## config.mk

```make
export PLATFORM = sky130hd
export DESIGN_NAME = cas_scaler
export DESIGN_NICKNAME = d
export VERILOG_FILES = /design/src/cas_pkg.sv /design/src/cas_scaler.sv
export VERILOG_INCLUDE_DIRS = /design/src /design/src/src
export SDC_FILE = /design/constraint.sdc
export NUM_CORES = 2
export LEC_CHECK = 0
export BUFFER_PORTS_ARGS = -buffer_cell sky130_fd_sc_hd__buf_2
export CAP_MARGIN = 10
export CORE_MARGIN = 2
export CORE_UTILIZATION = 40
export CTS_BUF_LIST = sky130_fd_sc_hd__clkbuf_2
export CTS_CLUSTER_DIAMETER = 60
export DETAILED_ROUTE_END_ITERATION = 10
export GPL_ROUTABILITY_DRIVEN = 1
export HOLD_SLACK_MARGIN = 0.1
export PLACE_DENSITY = 0.64
export SLEW_MARGIN = 20
export SYNTH_ARGS = -nofsm -noshare
export SYNTH_HDL_FRONTEND = slang
export SYNTH_SLANG_ARGS = --single-unit
```

## constraint.sdc

```tcl
create_clock -name i_clk_sys -period 103.3 [get_ports i_clk_sys]
set_input_delay 10.33 -clock i_clk_sys [delete_from_list [all_inputs] [get_ports i_clk_sys]]
set_output_delay 10.33 -clock i_clk_sys [all_outputs]
set_load 0.1 [all_outputs]
```

## src/cas_defs.svh

```systemverilog
// Constants of the current ADC scaler and selector
`ifndef CAS_DEFS_SVH
`define CAS_DEFS_SVH

// Register indexes on the register port
`define CAS_ADDR_RAW_PAIR      7'h02
`define CAS_ADDR_OFS_GAIN_SEC  7'h08
`define CAS_ADDR_OFS_GAIN_FST  7'h09

// Field positions inside the offset/gain and raw pair words
`define CAS_LO_LSB             0
`define CAS_HI_LSB             16

// Reset values
`define CAS_OFFSET_RST         16'h8000
`define CAS_GAIN_RST           16'h0100
`define CAS_DEC_LOG2_RST       3'h5

// Raw code mapping
`define CAS_RAW_SCALED_MID     17'h08000
`define CAS_RAW_MID_CODE       16'h7fff
`define CAS_RAW_FULL           16'hffff
`define CAS_RAW_BITS           5'h10

// Q8.8 gain: division by 256 is a shift by this amount
`define CAS_GAIN_SHIFT         8

// Signed 16-bit limits
`define CAS_S16_MAX            16'h7fff
`define CAS_S16_MIN            16'h8000

`endif

```

## src/cas_pkg.sv

```systemverilog
// Types shared by the current ADC scaler and selector
package cas_pkg;

    // Modulator group configuration
    typedef enum logic [1:0] {
        cas_mode_analog  = 2'b00,
        cas_mode_clk_out = 2'b01,
        cas_mode_clk_in  = 2'b10,
        cas_mode_cmp_fb  = 2'b11
    } cas_mod_mode_t;

    // Sources of a raw current slot
    typedef enum logic [1:0] {
        cas_src_int_u = 2'b00,
        cas_src_int_v = 2'b01,
        cas_src_ext_0 = 2'b10,
        cas_src_ext_1 = 2'b11
    } cas_raw_src_t;

    // Sources of a phase-current output
    typedef enum logic [1:0] {
        cas_ph_first  = 2'b00,
        cas_ph_second = 2'b01,
        cas_ph_third  = 2'b10
    } cas_phase_src_t;

    // One set of phase currents handed to the control datapath
    typedef struct packed {
        logic signed [15:0] ux;
        logic signed [15:0] v;
        logic signed [15:0] wy;
    } cas_phase_word_t;

endpackage

```

## src/cas_scaler.sv

```systemverilog
// Modulator filters, raw selection, scaling and phase mapping
//
// Notes on behaviour
// - Raw words are unsigned 16-bit, zero to all ones
// - Density maps linearly: quarter 4000, half 7fff
// - Config forces internal inputs to fixed levels
// - Same sinc filter for internal and external
// - External mode disables the fast debug port
// - Debug UART stays enabled in every mode
// - External channel: bitstream pin plus clock pin
// - External mode turns analog pin digital
// - Raw values left-aligned to 16 bits
// - Currents leave as signed 16-bit values
// - Corrected = (raw - offset) * gain / 256
// - Two selectors route four sources to slots
// - Offset subtraction centres values on zero
// - Three-phase derives third current summing zero
// - Two-phase computes no third current
// - Three selectors map currents onto phases
// - Two-phase uses only UX and WY outputs
// - Both raw slots readable at index 02
// - Offset/gain second at 08, first at 09
// - Group modes: analog, clock out/in, comparator
// - Sinc3 decimation gives word per count
// - Modulator clock from 32-bit increment NCO
`include "cas_defs.svh"
`timescale 1ns/1ps
`default_nettype none

// Phase-word FIFO between the scaler and the control datapath
module cas_fifo #(
    parameter int WIDTH = 48,
    parameter int DEPTH = 8
) (
    input  wire logic             i_clk_sys,
    input  wire logic             i_rst_n,
    input  wire logic             i_in_valid,
    output logic                  o_in_ready,
    input  wire logic [WIDTH-1:0] i_in_data,
    output logic                  o_out_valid,
    input  wire logic             i_out_ready,
    output logic [WIDTH-1:0]      o_out_data
);
    localparam int AW = $clog2(DEPTH);

    typedef struct packed {
        logic [DEPTH-1:0][WIDTH-1:0] mem;
        logic [AW:0]                 wp;
        logic [AW:0]                 rp;
    } cas_fifo_st_t;

    cas_fifo_st_t s;
    cas_fifo_st_t next_s;

    if (DEPTH < 2 || (1 << AW) != DEPTH) begin : g_chk
        $error("cas_fifo depth must be a power of two");
    end

    // Full when pointers differ by the depth, empty when equal
    assign o_in_ready  = (s.wp - s.rp) != (AW + 1)'(DEPTH);
    assign o_out_valid = s.wp != s.rp;
    assign o_out_data  = s.mem[s.rp[AW-1:0]];

    // Push and pop
    always_comb begin
        next_s = s;
        if (i_in_valid && o_in_ready) begin
            next_s.mem[s.wp[AW-1:0]] = i_in_data;
            next_s.wp = s.wp + 1'b1;
        end
        if (o_out_valid && i_out_ready) begin
            next_s.rp = s.rp + 1'b1;
        end
    end

    // State register
    always_ff @(posedge i_clk_sys or negedge i_rst_n) begin
        if (!i_rst_n) begin
            s <= '0;
        end else begin
            s <= next_s;
        end
    end
endmodule

// Current measurement back end
module cas_scaler #(
    parameter int DEC_LOG2_MAX = 5,
    parameter int FIFO_DEPTH   = 8
) (
    input  wire logic                    i_clk_sys,
    input  wire logic                    i_resetn,
    input  wire logic [6:0]              i_reg_addr,
    input  wire logic                    i_reg_wr,
    input  wire logic [31:0]             i_reg_wdata,
    output logic [31:0]                  o_reg_rdata,
    input  wire logic [3:0]              i_modulator_bitstream,
    input  wire logic [1:0]              i_mclk_in,
    output logic [1:0]                   o_mclk_out,
    output logic [1:0]                   o_mclk_oe_n,
    output logic                         o_int_mclk,
    input  wire cas_pkg::cas_mod_mode_t  i_mod_mode,
    input  wire logic [31:0]             i_mclk_increment,
    input  wire logic [2:0]              i_decimation_log2,
    input  wire logic [3:0]              i_input_stage_config,
    output logic [3:0]                   o_input_stage_config,
    output logic                         o_ext_pin_digital,
    output logic                         o_fast_debug_enable,
    output logic                         o_uart_enable,
    input  wire cas_pkg::cas_raw_src_t   i_raw_source_sel_first,
    input  wire cas_pkg::cas_raw_src_t   i_raw_source_sel_second,
    input  wire cas_pkg::cas_phase_src_t i_phase_ux_source_sel,
    input  wire cas_pkg::cas_phase_src_t i_phase_v_source_sel,
    input  wire cas_pkg::cas_phase_src_t i_phase_wy_source_sel,
    input  wire logic                    i_three_phase_mode,
    output logic                         o_phase_valid,
    input  wire logic                    i_phase_ready,
    output cas_pkg::cas_phase_word_t     o_phase
);
    localparam int ACC_W = 3 * DEC_LOG2_MAX + 2;
    localparam int PW    = $bits(cas_pkg::cas_phase_word_t);

    if (DEC_LOG2_MAX < 1 || DEC_LOG2_MAX > 5) begin : g_chk
        $error("cas_scaler decimation exponent must be 1 to 5");
    end

    typedef struct packed {
        logic [31:0]                 acc;
        logic [5:0]                  sy1;
        logic [5:0]                  sy2;
        logic [5:0]                  sy3;
        logic [5:0]                  filt;
        logic [1:0]                  mclk_prev;
        logic [3:0][ACC_W-1:0]       i1;
        logic [3:0][ACC_W-1:0]       i2;
        logic [3:0][ACC_W-1:0]       i3;
        logic [3:0][ACC_W-1:0]       d1;
        logic [3:0][ACC_W-1:0]       d2;
        logic [3:0][ACC_W-1:0]       d3;
        logic [3:0][4:0]             dcnt;
        logic [3:0][15:0]            raw;
        logic [15:0]                 raw_first;
        logic [15:0]                 raw_second;
        logic                        new_raw;
        logic [15:0]                 ofs0;
        logic [15:0]                 gain0;
        logic [15:0]                 ofs1;
        logic [15:0]                 gain1;
        logic                        s2_valid;
        cas_pkg::cas_phase_word_t    s2_word;
        logic                        out_valid;
        cas_pkg::cas_phase_word_t    out_word;
        logic [31:0]                 rdata;
        logic [1:0]                  mclk_out;
        logic [1:0]                  mclk_oe_n;
        logic                        int_mclk;
        logic [3:0]                  isc;
        logic                        ext_digital;
        logic                        dbg_en;
        logic                        uart_en;
    } cas_state_t;

    cas_state_t               s;
    cas_state_t               next_s;
    logic [1:0]               rst_sync;
    logic                     rst_n;
    logic                     fifo_in_ready;
    logic                     fifo_out_valid;
    logic                     fifo_out_ready;
    logic [PW-1:0]            fifo_out_data;
    logic signed [15:0]       corr0;
    logic signed [15:0]       corr1;
    logic signed [15:0]       third;
    logic                     take;

    // Reset release through two flip-flops
    always_ff @(posedge i_clk_sys or negedge i_resetn) begin
        if (!i_resetn) begin
            rst_sync <= 2'b00;
        end else begin
            rst_sync <= {rst_sync[0], 1'b1};
        end
    end
    assign rst_n = rst_sync[1];

    // Clamp a wide signed value into the signed 16-bit range
    function automatic logic signed [15:0] sat16(input logic signed [33:0] v);
        if (v > 34'sd32767) begin
            sat16 = `CAS_S16_MAX;
        end else if (v < -34'sd32768) begin
            sat16 = `CAS_S16_MIN;
        end else begin
            sat16 = v[15:0];
        end
    endfunction

    // Offset removal and Q8.8 gain
    function automatic logic signed [15:0] scale(input logic [15:0] raw,
                                                  input logic [15:0] ofs,
                                                  input logic [15:0] gain);
        logic signed [16:0] diff;
        logic signed [33:0] prod;
        diff  = $signed({1'b0, raw}) - $signed({1'b0, ofs});
        prod  = 34'(diff) * 34'($signed(gain));
        scale = sat16(prod >>> `CAS_GAIN_SHIFT);
    endfunction

    // Phase output source mux
    function automatic logic signed [15:0] pick(
        input cas_pkg::cas_phase_src_t sel, input logic signed [15:0] a,
        input logic signed [15:0] b, input logic signed [15:0] c);
        unique case (sel)
            cas_pkg::cas_ph_first:  pick = a;
            cas_pkg::cas_ph_second: pick = b;
            cas_pkg::cas_ph_third:  pick = c;
            default:                pick = a;
        endcase
    endfunction

    // Corrected currents and the derived third one
    assign corr0 = scale(s.raw_first, s.ofs0, s.gain0);
    assign corr1 = scale(s.raw_second, s.ofs1, s.gain1);
    assign third = i_three_phase_mode ?
                   sat16(-(34'(corr0) + 34'(corr1))) : 16'sh0000;
    assign take  = s.new_raw && (!s.s2_valid || fifo_in_ready);
    assign fifo_out_ready = !s.out_valid || i_phase_ready;

    cas_fifo #(
        .WIDTH (PW),
        .DEPTH (FIFO_DEPTH)
    ) u_fifo (
        .i_clk_sys   (i_clk_sys),
        .i_rst_n     (rst_n),
        .i_in_valid  (s.s2_valid),
        .o_in_ready  (fifo_in_ready),
        .i_in_data   (s.s2_word),
        .o_out_valid (fifo_out_valid),
        .i_out_ready (fifo_out_ready),
        .o_out_data  (fifo_out_data)
    );

    // Next-state logic of the whole block
    always_comb begin
        logic [3:0]       tick;
        logic [3:0]       strobe;
        logic [2:0]       k;
        logic [4:0]       sh;
        logic [4:0]       last;
        logic [ACC_W-1:0] c1;
        logic [ACC_W-1:0] c2;
        logic [ACC_W-1:0] c3;
        logic [16:0]      sc;
        logic             nco_tick;
        logic             ext_mode;
        tick     = '0;
        strobe   = '0;
        k        = '0;
        sh       = '0;
        last     = '0;
        nco_tick = 1'b0;
        ext_mode = 1'b0;
        c1       = '0;
        c2       = '0;
        c3       = '0;
        sc       = '0;
        next_s   = s;

        // Modulator clock NCO
        next_s.acc = s.acc + i_mclk_increment;
        nco_tick   = !s.acc[31] && next_s.acc[31];
        next_s.int_mclk = next_s.acc[31];

        // Three-stage pin synchronisers, change taken when stages agree
        next_s.sy1 = {i_mclk_in, i_modulator_bitstream};
        next_s.sy2 = s.sy1;
        next_s.sy3 = s.sy2;
        for (int p = 0; p < 6; p++) begin
            if (s.sy2[p] == s.sy3[p]) begin
                next_s.filt[p] = s.sy3[p];
            end
        end
        next_s.mclk_prev = s.filt[5:4];

        // Group mode drives clock pins and pin roles
        ext_mode = i_mod_mode != cas_pkg::cas_mode_analog;
        next_s.ext_digital = ext_mode;
        next_s.dbg_en      = !ext_mode;
        next_s.uart_en     = 1'b1;
        next_s.isc         = i_input_stage_config;
        for (int j = 0; j < 2; j++) begin
            unique case (i_mod_mode)
                cas_pkg::cas_mode_analog: begin
                    next_s.mclk_oe_n[j] = 1'b1;
                    next_s.mclk_out[j]  = 1'b0;
                end
                cas_pkg::cas_mode_clk_out: begin
                    next_s.mclk_oe_n[j] = 1'b0;
                    next_s.mclk_out[j]  = next_s.acc[31];
                end
                cas_pkg::cas_mode_clk_in: begin
                    next_s.mclk_oe_n[j] = 1'b1;
                    next_s.mclk_out[j]  = 1'b0;
                end
                cas_pkg::cas_mode_cmp_fb: begin
                    next_s.mclk_oe_n[j] = 1'b0;
                    next_s.mclk_out[j]  = s.filt[2 + j];
                end
            endcase
        end

        // Sample ticks: NCO, except external clock edges on the external channels in clock-input mode
        tick[1:0] = {2{nco_tick}};
        for (int j = 0; j < 2; j++) begin
            tick[2 + j] = (i_mod_mode == cas_pkg::cas_mode_clk_in) ?
                          (s.filt[4 + j] && !s.mclk_prev[j]) : nco_tick;
        end

        // Decimation exponent clamped to the filter's range
        k = i_decimation_log2;
        if (k == 3'h0) begin
            k = 3'h1;
        end else if (k > 3'(DEC_LOG2_MAX)) begin
            k = 3'(DEC_LOG2_MAX);
        end
        last = 5'((32'h1 << k) - 1);
        sh   = `CAS_RAW_BITS - 5'(5'(k) * 5'h3);

        // Sinc3 filter and decimator, identical on every channel
        for (int c = 0; c < 4; c++) begin
            if (tick[c]) begin
                next_s.i1[c] = s.i1[c] + ACC_W'(s.filt[c]);
                next_s.i2[c] = s.i2[c] + s.i1[c];
                next_s.i3[c] = s.i3[c] + s.i2[c];
                next_s.dcnt[c] = s.dcnt[c] + 5'h1;
                if (s.dcnt[c] >= last) begin
                    c1 = s.i3[c] - s.d1[c];
                    c2 = c1 - s.d2[c];
                    c3 = c2 - s.d3[c];
                    next_s.d1[c] = s.i3[c];
                    next_s.d2[c] = c1;
                    next_s.d3[c] = c2;
                    next_s.dcnt[c] = 5'h0;
                    sc = 17'(c3) << sh;
                    if (sc[16]) begin
                        next_s.raw[c] = `CAS_RAW_FULL;
                    end else if (sc == `CAS_RAW_SCALED_MID) begin
                        next_s.raw[c] = `CAS_RAW_MID_CODE;
                    end else begin
                        next_s.raw[c] = sc[15:0];
                    end
                    strobe[c] = 1'b1;
                end
            end
        end

        // Raw current slot selectors
        if (strobe[i_raw_source_sel_first]) begin
            next_s.raw_first = next_s.raw[i_raw_source_sel_first];
        end
        if (strobe[i_raw_source_sel_second]) begin
            next_s.raw_second = next_s.raw[i_raw_source_sel_second];
        end
        // A new word wins over the hand-off in the same cycle
        next_s.new_raw = strobe[i_raw_source_sel_first] ||
                         strobe[i_raw_source_sel_second] ||
                         (s.new_raw && !take);

        // Scaling stage, stalled while the FIFO is full
        if (s.s2_valid && fifo_in_ready) begin
            next_s.s2_valid = 1'b0;
        end
        if (take) begin
            next_s.s2_valid   = 1'b1;
            next_s.s2_word.ux = pick(i_phase_ux_source_sel,
                                     corr0, corr1, third);
            next_s.s2_word.v  = pick(i_phase_v_source_sel,
                                     corr0, corr1, third);
            next_s.s2_word.wy = pick(i_phase_wy_source_sel,
                                     corr0, corr1, third);
        end

        // Output register toward the control datapath
        if (fifo_out_valid && fifo_out_ready) begin
            next_s.out_valid = 1'b1;
            next_s.out_word  = fifo_out_data;
        end else if (i_phase_ready) begin
            next_s.out_valid = 1'b0;
        end

        // Register port writes
        if (i_reg_wr && i_reg_addr == `CAS_ADDR_OFS_GAIN_SEC) begin
            next_s.ofs1  = i_reg_wdata[`CAS_LO_LSB +: 16];
            next_s.gain1 = i_reg_wdata[`CAS_HI_LSB +: 16];
        end
        if (i_reg_wr && i_reg_addr == `CAS_ADDR_OFS_GAIN_FST) begin
            next_s.ofs0  = i_reg_wdata[`CAS_LO_LSB +: 16];
            next_s.gain0 = i_reg_wdata[`CAS_HI_LSB +: 16];
        end

        // Register port reads, unmapped indexes read zero
        case (i_reg_addr)
            `CAS_ADDR_RAW_PAIR:     next_s.rdata = {s.raw_second,
                                                    s.raw_first};
            `CAS_ADDR_OFS_GAIN_SEC: next_s.rdata = {s.gain1, s.ofs1};
            `CAS_ADDR_OFS_GAIN_FST: next_s.rdata = {s.gain0, s.ofs0};
            default:                next_s.rdata = 32'h0000_0000;
        endcase
    end

    // State register
    always_ff @(posedge i_clk_sys or negedge rst_n) begin
        if (!rst_n) begin
            s           <= '0;
            s.ofs0      <= `CAS_OFFSET_RST;
            s.ofs1      <= `CAS_OFFSET_RST;
            s.gain0     <= `CAS_GAIN_RST;
            s.gain1     <= `CAS_GAIN_RST;
            s.mclk_oe_n <= 2'b11;
            s.dbg_en    <= 1'b1;
            s.uart_en   <= 1'b1;
        end else begin
            s <= next_s;
        end
    end

    // Outputs straight from the state register
    assign o_reg_rdata          = s.rdata;
    assign o_mclk_out           = s.mclk_out;
    assign o_mclk_oe_n          = s.mclk_oe_n;
    assign o_int_mclk           = s.int_mclk;
    assign o_input_stage_config = s.isc;
    assign o_ext_pin_digital    = s.ext_digital;
    assign o_fast_debug_enable  = s.dbg_en;
    assign o_uart_enable        = s.uart_en;
    assign o_phase_valid        = s.out_valid;
    assign o_phase              = s.out_word;
endmodule

`default_nettype wire

```

**Yosys cells after proc, flatten, opt, wreduce, memory -nomap -nowiden**

Cells that the tools add are included.

- Word-level logic and storage cells: 257
- Latch bits: 0
- Bits of input ports: 101
- Memory bits (read-only): 0
- Memories kept: 0
- Bits in writable memories: 0
- Register bits after elaboration: 1,181

- Bitwise gates (word level): 0
- Divide/modulo/power cells: 0
- Add/subtract/negate cells: 38
- Muxes and demuxes: 63
- Reduce and logical (&&, ||, !) cells: 32
- $lt $le $gt $ge: 16
- Shift operators: 5
- $mul: 3
- Equal/unequal tests: 24

Operators with widths:

| cell | number |
|---|---|
| 16-bit two-way mux | 25 |
| 384-bit bitwise mux | 1 |
| 17-bit subtractor | 12 |
| 48-bit binary-select mux with 3-bit select | 1 |
| 48-bit demux with 3-bit select | 1 |
| 17-bit adder | 8 |
| 48-bit two-way mux | 2 |
| 16-bit case mux with 2 select lines | 3 |
| 32-bit case mux with 3 select lines | 1 |
| 17-bit by 1-bit adder with 17-bit output | 4 |
| 17-bit by 16-bit equality test with 1-bit output (second input constant) | 4 |
| 17-bit by 5-bit left shift with 17-bit output | 4 |
| 17-bit by 16-bit multiplier with 33-bit output | 2 |
| 16-bit binary-select mux with 2-bit select | 2 |
| 25-bit by 16-bit > comparator with 1-bit output (second input constant) | 2 |
| 25-bit by 16-bit < comparator with 1-bit output (second input constant) | 2 |
| 49-bit two-way mux | 1 |
| 34-bit by 16-bit > comparator with 1-bit output (second input constant) | 1 |
| 34-bit by 16-bit < comparator with 1-bit output (second input constant) | 1 |
| 17-bit negator with 34-bit output | 1 |
| 16-bit by 16-bit subtractor with 17-bit output | 2 |
| 32-bit adder | 1 |
| 5-bit by 1-bit adder with 5-bit output (second input constant) | 4 |
| 5-bit greater-or-equal comparator | 4 |
| other kinds (32) | 92 |

**Depth between registers and ports, before layout**

- Depth in word-level cells: 13
- Depth in mapped cells: 63

**Modules after synthesis**

A second synthesis with hierarchy kept.

- Cell total of the unflattened synthesis: 10,091
- Area total of the unflattened synthesis: 91,336.3 um^2

By module, submodules not included:

| module | times used | cells each | area each (um^2) |
|---|---|---|---|
| cas_scaler | 1 | 7,934 | 70,948.0 |
| cas_fifo | 1 | 2,157 | 20,388.3 |

**Worst setup path before layout**

OpenSTA, ideal clock, no wires.

- Kind: in2reg
- Start point: input i_decimation_log2[2]
- End point: register s[207] (netlist name)
- Setup time: 0.099 ns
- Cell stages on the path: 15
- Data required time: 103.201 ns
- Arrival: 14.089 ns
- Slack: 89.112 ns
- Cell sequence: buf_2 > buf_1 > clkbuf_1 > buf_1 > nor2_1 > ha_1 > a21o_1 > a21o_1 > a21oi_1 > nor2_1 > or3_1 > clkbuf_1 > mux4_2 > clkbuf_1 > a311oi_1

- Cells in the longest elaborated chain, start to end: 13

RTL lines:

| item | RTL line | RTL |
|---|---|---|
| from (decl) | cas_scaler.sv:104 | `input wire logic [2:0] i_decimation_log2,` |
| 3-bit > comparator | cas_scaler.sv:322 | `end else if (k > 3'(DEC_LOG2_MAX)) begin` |
| 3-bit two-way mux | cas_scaler.sv:322 |  |
| 3-bit two-way mux * | cas_scaler.sv:320 | `if (k == 3'h0) begin` |
| 3-bit by 2-bit multiplier with 5-bit output | cas_scaler.sv:326 | `` sh = `CAS_RAW_BITS - 5'(5'(k) * 5'h3); `` |
| 5-bit subtractor (no line) | n/a |  |
| 17-bit by 5-bit left shift with 17-bit output | cas_scaler.sv:343 | `sc = 17'(c3) << sh;` |
| 17-bit by 16-bit equality test with 1-bit output (no line) | n/a |  |
| 16-bit two-way mux | cas_scaler.sv:346 | `` end else if (sc == `CAS_RAW_SCALED_MID) begin `` |
| 16-bit two-way mux | cas_scaler.sv:344 | `if (sc[16]) begin` |
| 16-bit two-way mux | cas_scaler.sv:335 | `if (s.dcnt[c] >= last) begin` |
| 16-bit two-way mux | cas_scaler.sv:330 | `if (tick[c]) begin` |
| 16-bit binary-select mux with 2-bit select | cas_scaler.sv:361 | `next_s.raw_second = next_s.raw[i_raw_source_sel_second];` |
| 16-bit two-way mux (implied by the code) | cas_scaler.sv:361 |  |
| to (signal assigned) | cas_scaler.sv:422 | `s <= next_s;` |
| to (decl) | cas_scaler.sv:163 | `cas_state_t s;` |

Mark *: on every way between the ends. The rest lies on a longest branch, timed or not. The select of a mux whose other input is x is not followed.
A chain may end at the register's enable or synchronous reset.

**Worst setup path after layout**

- Start point: register s[207] (netlist name)
- End point: register s[123] (netlist name)

- Cells in the longest elaborated chain, start to end: 12

RTL lines:

| item | RTL line | RTL |
|---|---|---|
| 16-bit by 16-bit subtractor with 17-bit output * | cas_scaler.sv:203 | `diff = $signed({1'b0, raw}) - $signed({1'b0, ofs});` |
| 17-bit by 16-bit multiplier with 33-bit output * | cas_scaler.sv:204 | `prod = 34'(diff) * 34'($signed(gain));` |
| 25-bit by 16-bit < comparator with 1-bit output | cas_scaler.sv:190 | `end else if (v < -34'sd32768) begin` |
| 16-bit two-way mux | cas_scaler.sv:190 |  |
| 16-bit two-way mux * | cas_scaler.sv:188 | `if (v > 34'sd32767) begin` |
| 16-bit by 16-bit adder with 17-bit output | cas_scaler.sv:224 | `sat16(-(34'(corr0) + 34'(corr1))) : 16'sh0000;` |
| 17-bit negator with 34-bit output | cas_scaler.sv:224 |  |
| 34-bit by 16-bit < comparator with 1-bit output | cas_scaler.sv:190 |  |
| 16-bit two-way mux | cas_scaler.sv:190 |  |
| 16-bit two-way mux | cas_scaler.sv:188 |  |
| 16-bit two-way mux | cas_scaler.sv:223 | `assign third = i_three_phase_mode ?` |
| 16-bit case mux with 2 select lines * | cas_scaler.sv:212 | `unique case (sel)` |

Mark *: on every way between the ends. The rest lies on a longest branch, timed or not.

==> metrics <==
status=finished, final reports clean; post-synthesis register bit count=1130; ys async rst share=1.00; Largest stage delay, worst path=0.85 ns; Worst setup SP type=flip-flop; # DRC=0; hold buffers post-CTS=0; vias per inst=approximately 5.5; Pre-antenna DRT Iters=9; clock tree from TritonCTS=built; final setup skew=approximately 0.27 ns; first-pass GRT wire length=between 300000 and 400000 µm; register area share after synthesis=0.314; Sink Count=~1100; die area=between 200000 and 250000 µm²; RR Startpoint=s[207]$_DFFE_PN0P_; largest net degree at the start of global routing=165; die height=~480 µm; most used cells in the layout excluding fill and tap cells=1125 x inv_1, 1121 x dfrtp_1, 915 x nand2_1; core area=about 220000 µm²; Global Route Usage Sum=0.209; CP Data Required Time=around 100 ns; setup bufs post-CTS=0; number of synthesized flops with an enable pin=0; Worst R2R End=s[123]$_DFFE_PN0P_; buffers added on ports=192; count of mapped cells out of synthesis=about 9400; max-cap violations=0; Antenna Nets Post-Route=0; syn_area_per_cell=roughly 9.6 µm²; die width=around 480 µm; max_slew headroom=0.171; num rows=about 170; final worst-path cycle share=0.155; Hold/Removal Path Class=reg2async; reg2reg setup slack=about 87 ns; reg2reg path depth=57; post-synth top area share=0.312; DR WL/cell=about 19 µm; Max Fclk=62.3 MHz; layout cells sized above 1=0.154; Final Slew Violations=0; Yosys top cell by area=dfrtp_1; fill count=21900; routability cong.=around 0.93; Worst setup endpoint=s[123]$_DFFE_PN0P_; antenna violations before repair=16; synthesized area=90100 µm²; initial cell density of the core=0.401; Longest Clk Path Bufs=4; final hold violation count=0; Yosys warnings=0; vias in the first global route=roughly 70000; worst endpoint data arrival time=between 15 and 20 ns; post-CTS sizing=0; fin nets=between 10000 and 15000; CTS root buf=clkbuf_2; Worst-Skew Late Latency=about 1.8 ns; WL final=between 200000 and 250000 µm; critical path's slowest cell=nor4_1; Worst path most repeated cell=fa_1; # IOs=a little under 200; DR iter-0 viols=4622; post-detail-place hpwl=about 170000 µm; total CTS buffers=329; ranking of synthesized cells by area=dfrtp_1 31%, fa_1 13%, ha_1 8.6%; Clock transition at path regs=about 0.10 ns; prevailing post-synth register cell=dfrtp_1; H-tree levels=5; library cells used by synthesis=between 100 and 150; DR vias=just under 70000; crit-path max FO=between 50 and 60; commonest non-fill, non-tap cell in the layout=inv_1; # setup viols final=0; Area growth syn-to-layout=6.95%; grt ovf=0; setup_tns=0 ns; Worst Tran Pin Value=between 1 and 1.5 ns; WS Path Type=reg2reg; Critical Path Sink Type=flip-flop; Period minus WS final=16.06 ns; RSZ-0062 raised after global routing=false; CP startpoint=s[207]$_DFFE_PN0P_
==> layer usage <==
metal  GRT usage  vias to the layer above  share of wire  wire length, µm
li1            -                    32400              -                -
met1       0.264                    34400           0.42           101000
met2       0.354                     1969           0.48           116000
met3      0.0355                      519          0.057            13600
met4      0.0853                       18          0.038             9050
met5           0                        -        0.00048              114
==> worst max-delay path: cells and delay by family (launching register included) <==
kind                     cells  cell delay, ns
AO/OA/AOI/OAI               25            6.57
adder cells (fa/ha/maj)     13            4.82
buffers and inverters        7            0.91
flip-flops                   1            0.43
AND/OR/NAND/NOR             12            2.90
==> sequential cells by signal (all words and copies together) (netlist names) <==
register and count:
next_s 14, o_ext_pin_digital 1, o_fast_debug_enable 1, o_input_stage_config 4, o_mclk_oe_n 1, o_mclk_out 2, o_phase 48, o_phase_valid 1
o_reg_rdata 32, rst_sync 2, s 632, u_fifo.s 392
==> cell usage after synthesis (150+ instances only) <==
cell,number
ha_1,622
nand3_1,271
a21oi_1,370
clkbuf_1,342
and2_1,222
xnor2_1,263
mux2_2,476
inv_1,1125
nor2b_1,150
dfrtp_1,1124
nor2_1,398
nand2_1,917
o21ai_0,542
fa_1,574
==> stage by stage <==
step / utilization / worst slack, ns / instances / cell area (µm²) / hold slack (ns)
2_1_floorplan: - / 69.48 / 9361 / 90100 / 0.331
3_3_place_gp: 0.417 / 87.71 / 12100 / 93500 / 0.334
3_5_place_dp: 0.417 / 87.63 / 12100 / 93500 / 0.335
4_1_cts: 0.429 / 87.35 / 12700 / 96300 / 0.357
5_1_grt: 0.429 / 86.18 / 12700 / 96400 / 0.199
6_report: 0.429 / 87.24 / 12700 / 96400 / 0.171
==> logic make-up after synthesis <==
logic type,synth area share
AO/OA/AOI/OAI,0.134
XOR/XNOR,0.0381
adder cells (fa/ha/maj),0.215
buffers and inverters,0.0723
flip-flops,0.314
multiplexers,0.0909
other,0.0000416
AND/OR/NAND/NOR,0.136
==> worst min path at each step <==
stage / slack (ns) / start / endpoint
6_report: 0.17 / rst_sync[1]$_DFF_PN0_ / s[735]$_DFFE_PN0N_
3_5_place_dp: 0.33 / next_s[746]$_DFF_PN0_ / next_s[740]$_DFF_PN0_
2_1_floorplan: 0.33 / next_s[745]$_DFF_PN0_ / next_s[739]$_DFF_PN0_
4_1_cts: 0.36 / next_s[746]$_DFF_PN0_ / next_s[740]$_DFF_PN0_
5_1_grt: 0.20 / rst_sync[1]$_DFF_PN0_ / s[735]$_DFFE_PN0N_
3_3_place_gp: 0.33 / next_s[745]$_DFF_PN0_ / next_s[739]$_DFF_PN0_
==> cell type report <==
cell class / instances / area, µm² / share of cell area
repair buffers: 288 / 1730 / 0.0180
inverters: 1130 / 4240 / 0.0440
diodes: 11 / 27.5 / 0.000286
multi-input cells: 6592 / 55600 / 0.577
clock buffers: 464 / 2320 / 0.0241
clock inverters: 83 / 425 / 0.00441
flip-flops and latches: 1130 / 28300 / 0.294
well taps: 2992 / 3740 / 0.0388
Power is left out: the tool's default activity adds up to more than one toggle a clock period on the data nets, which glitch-free logic cannot reach.
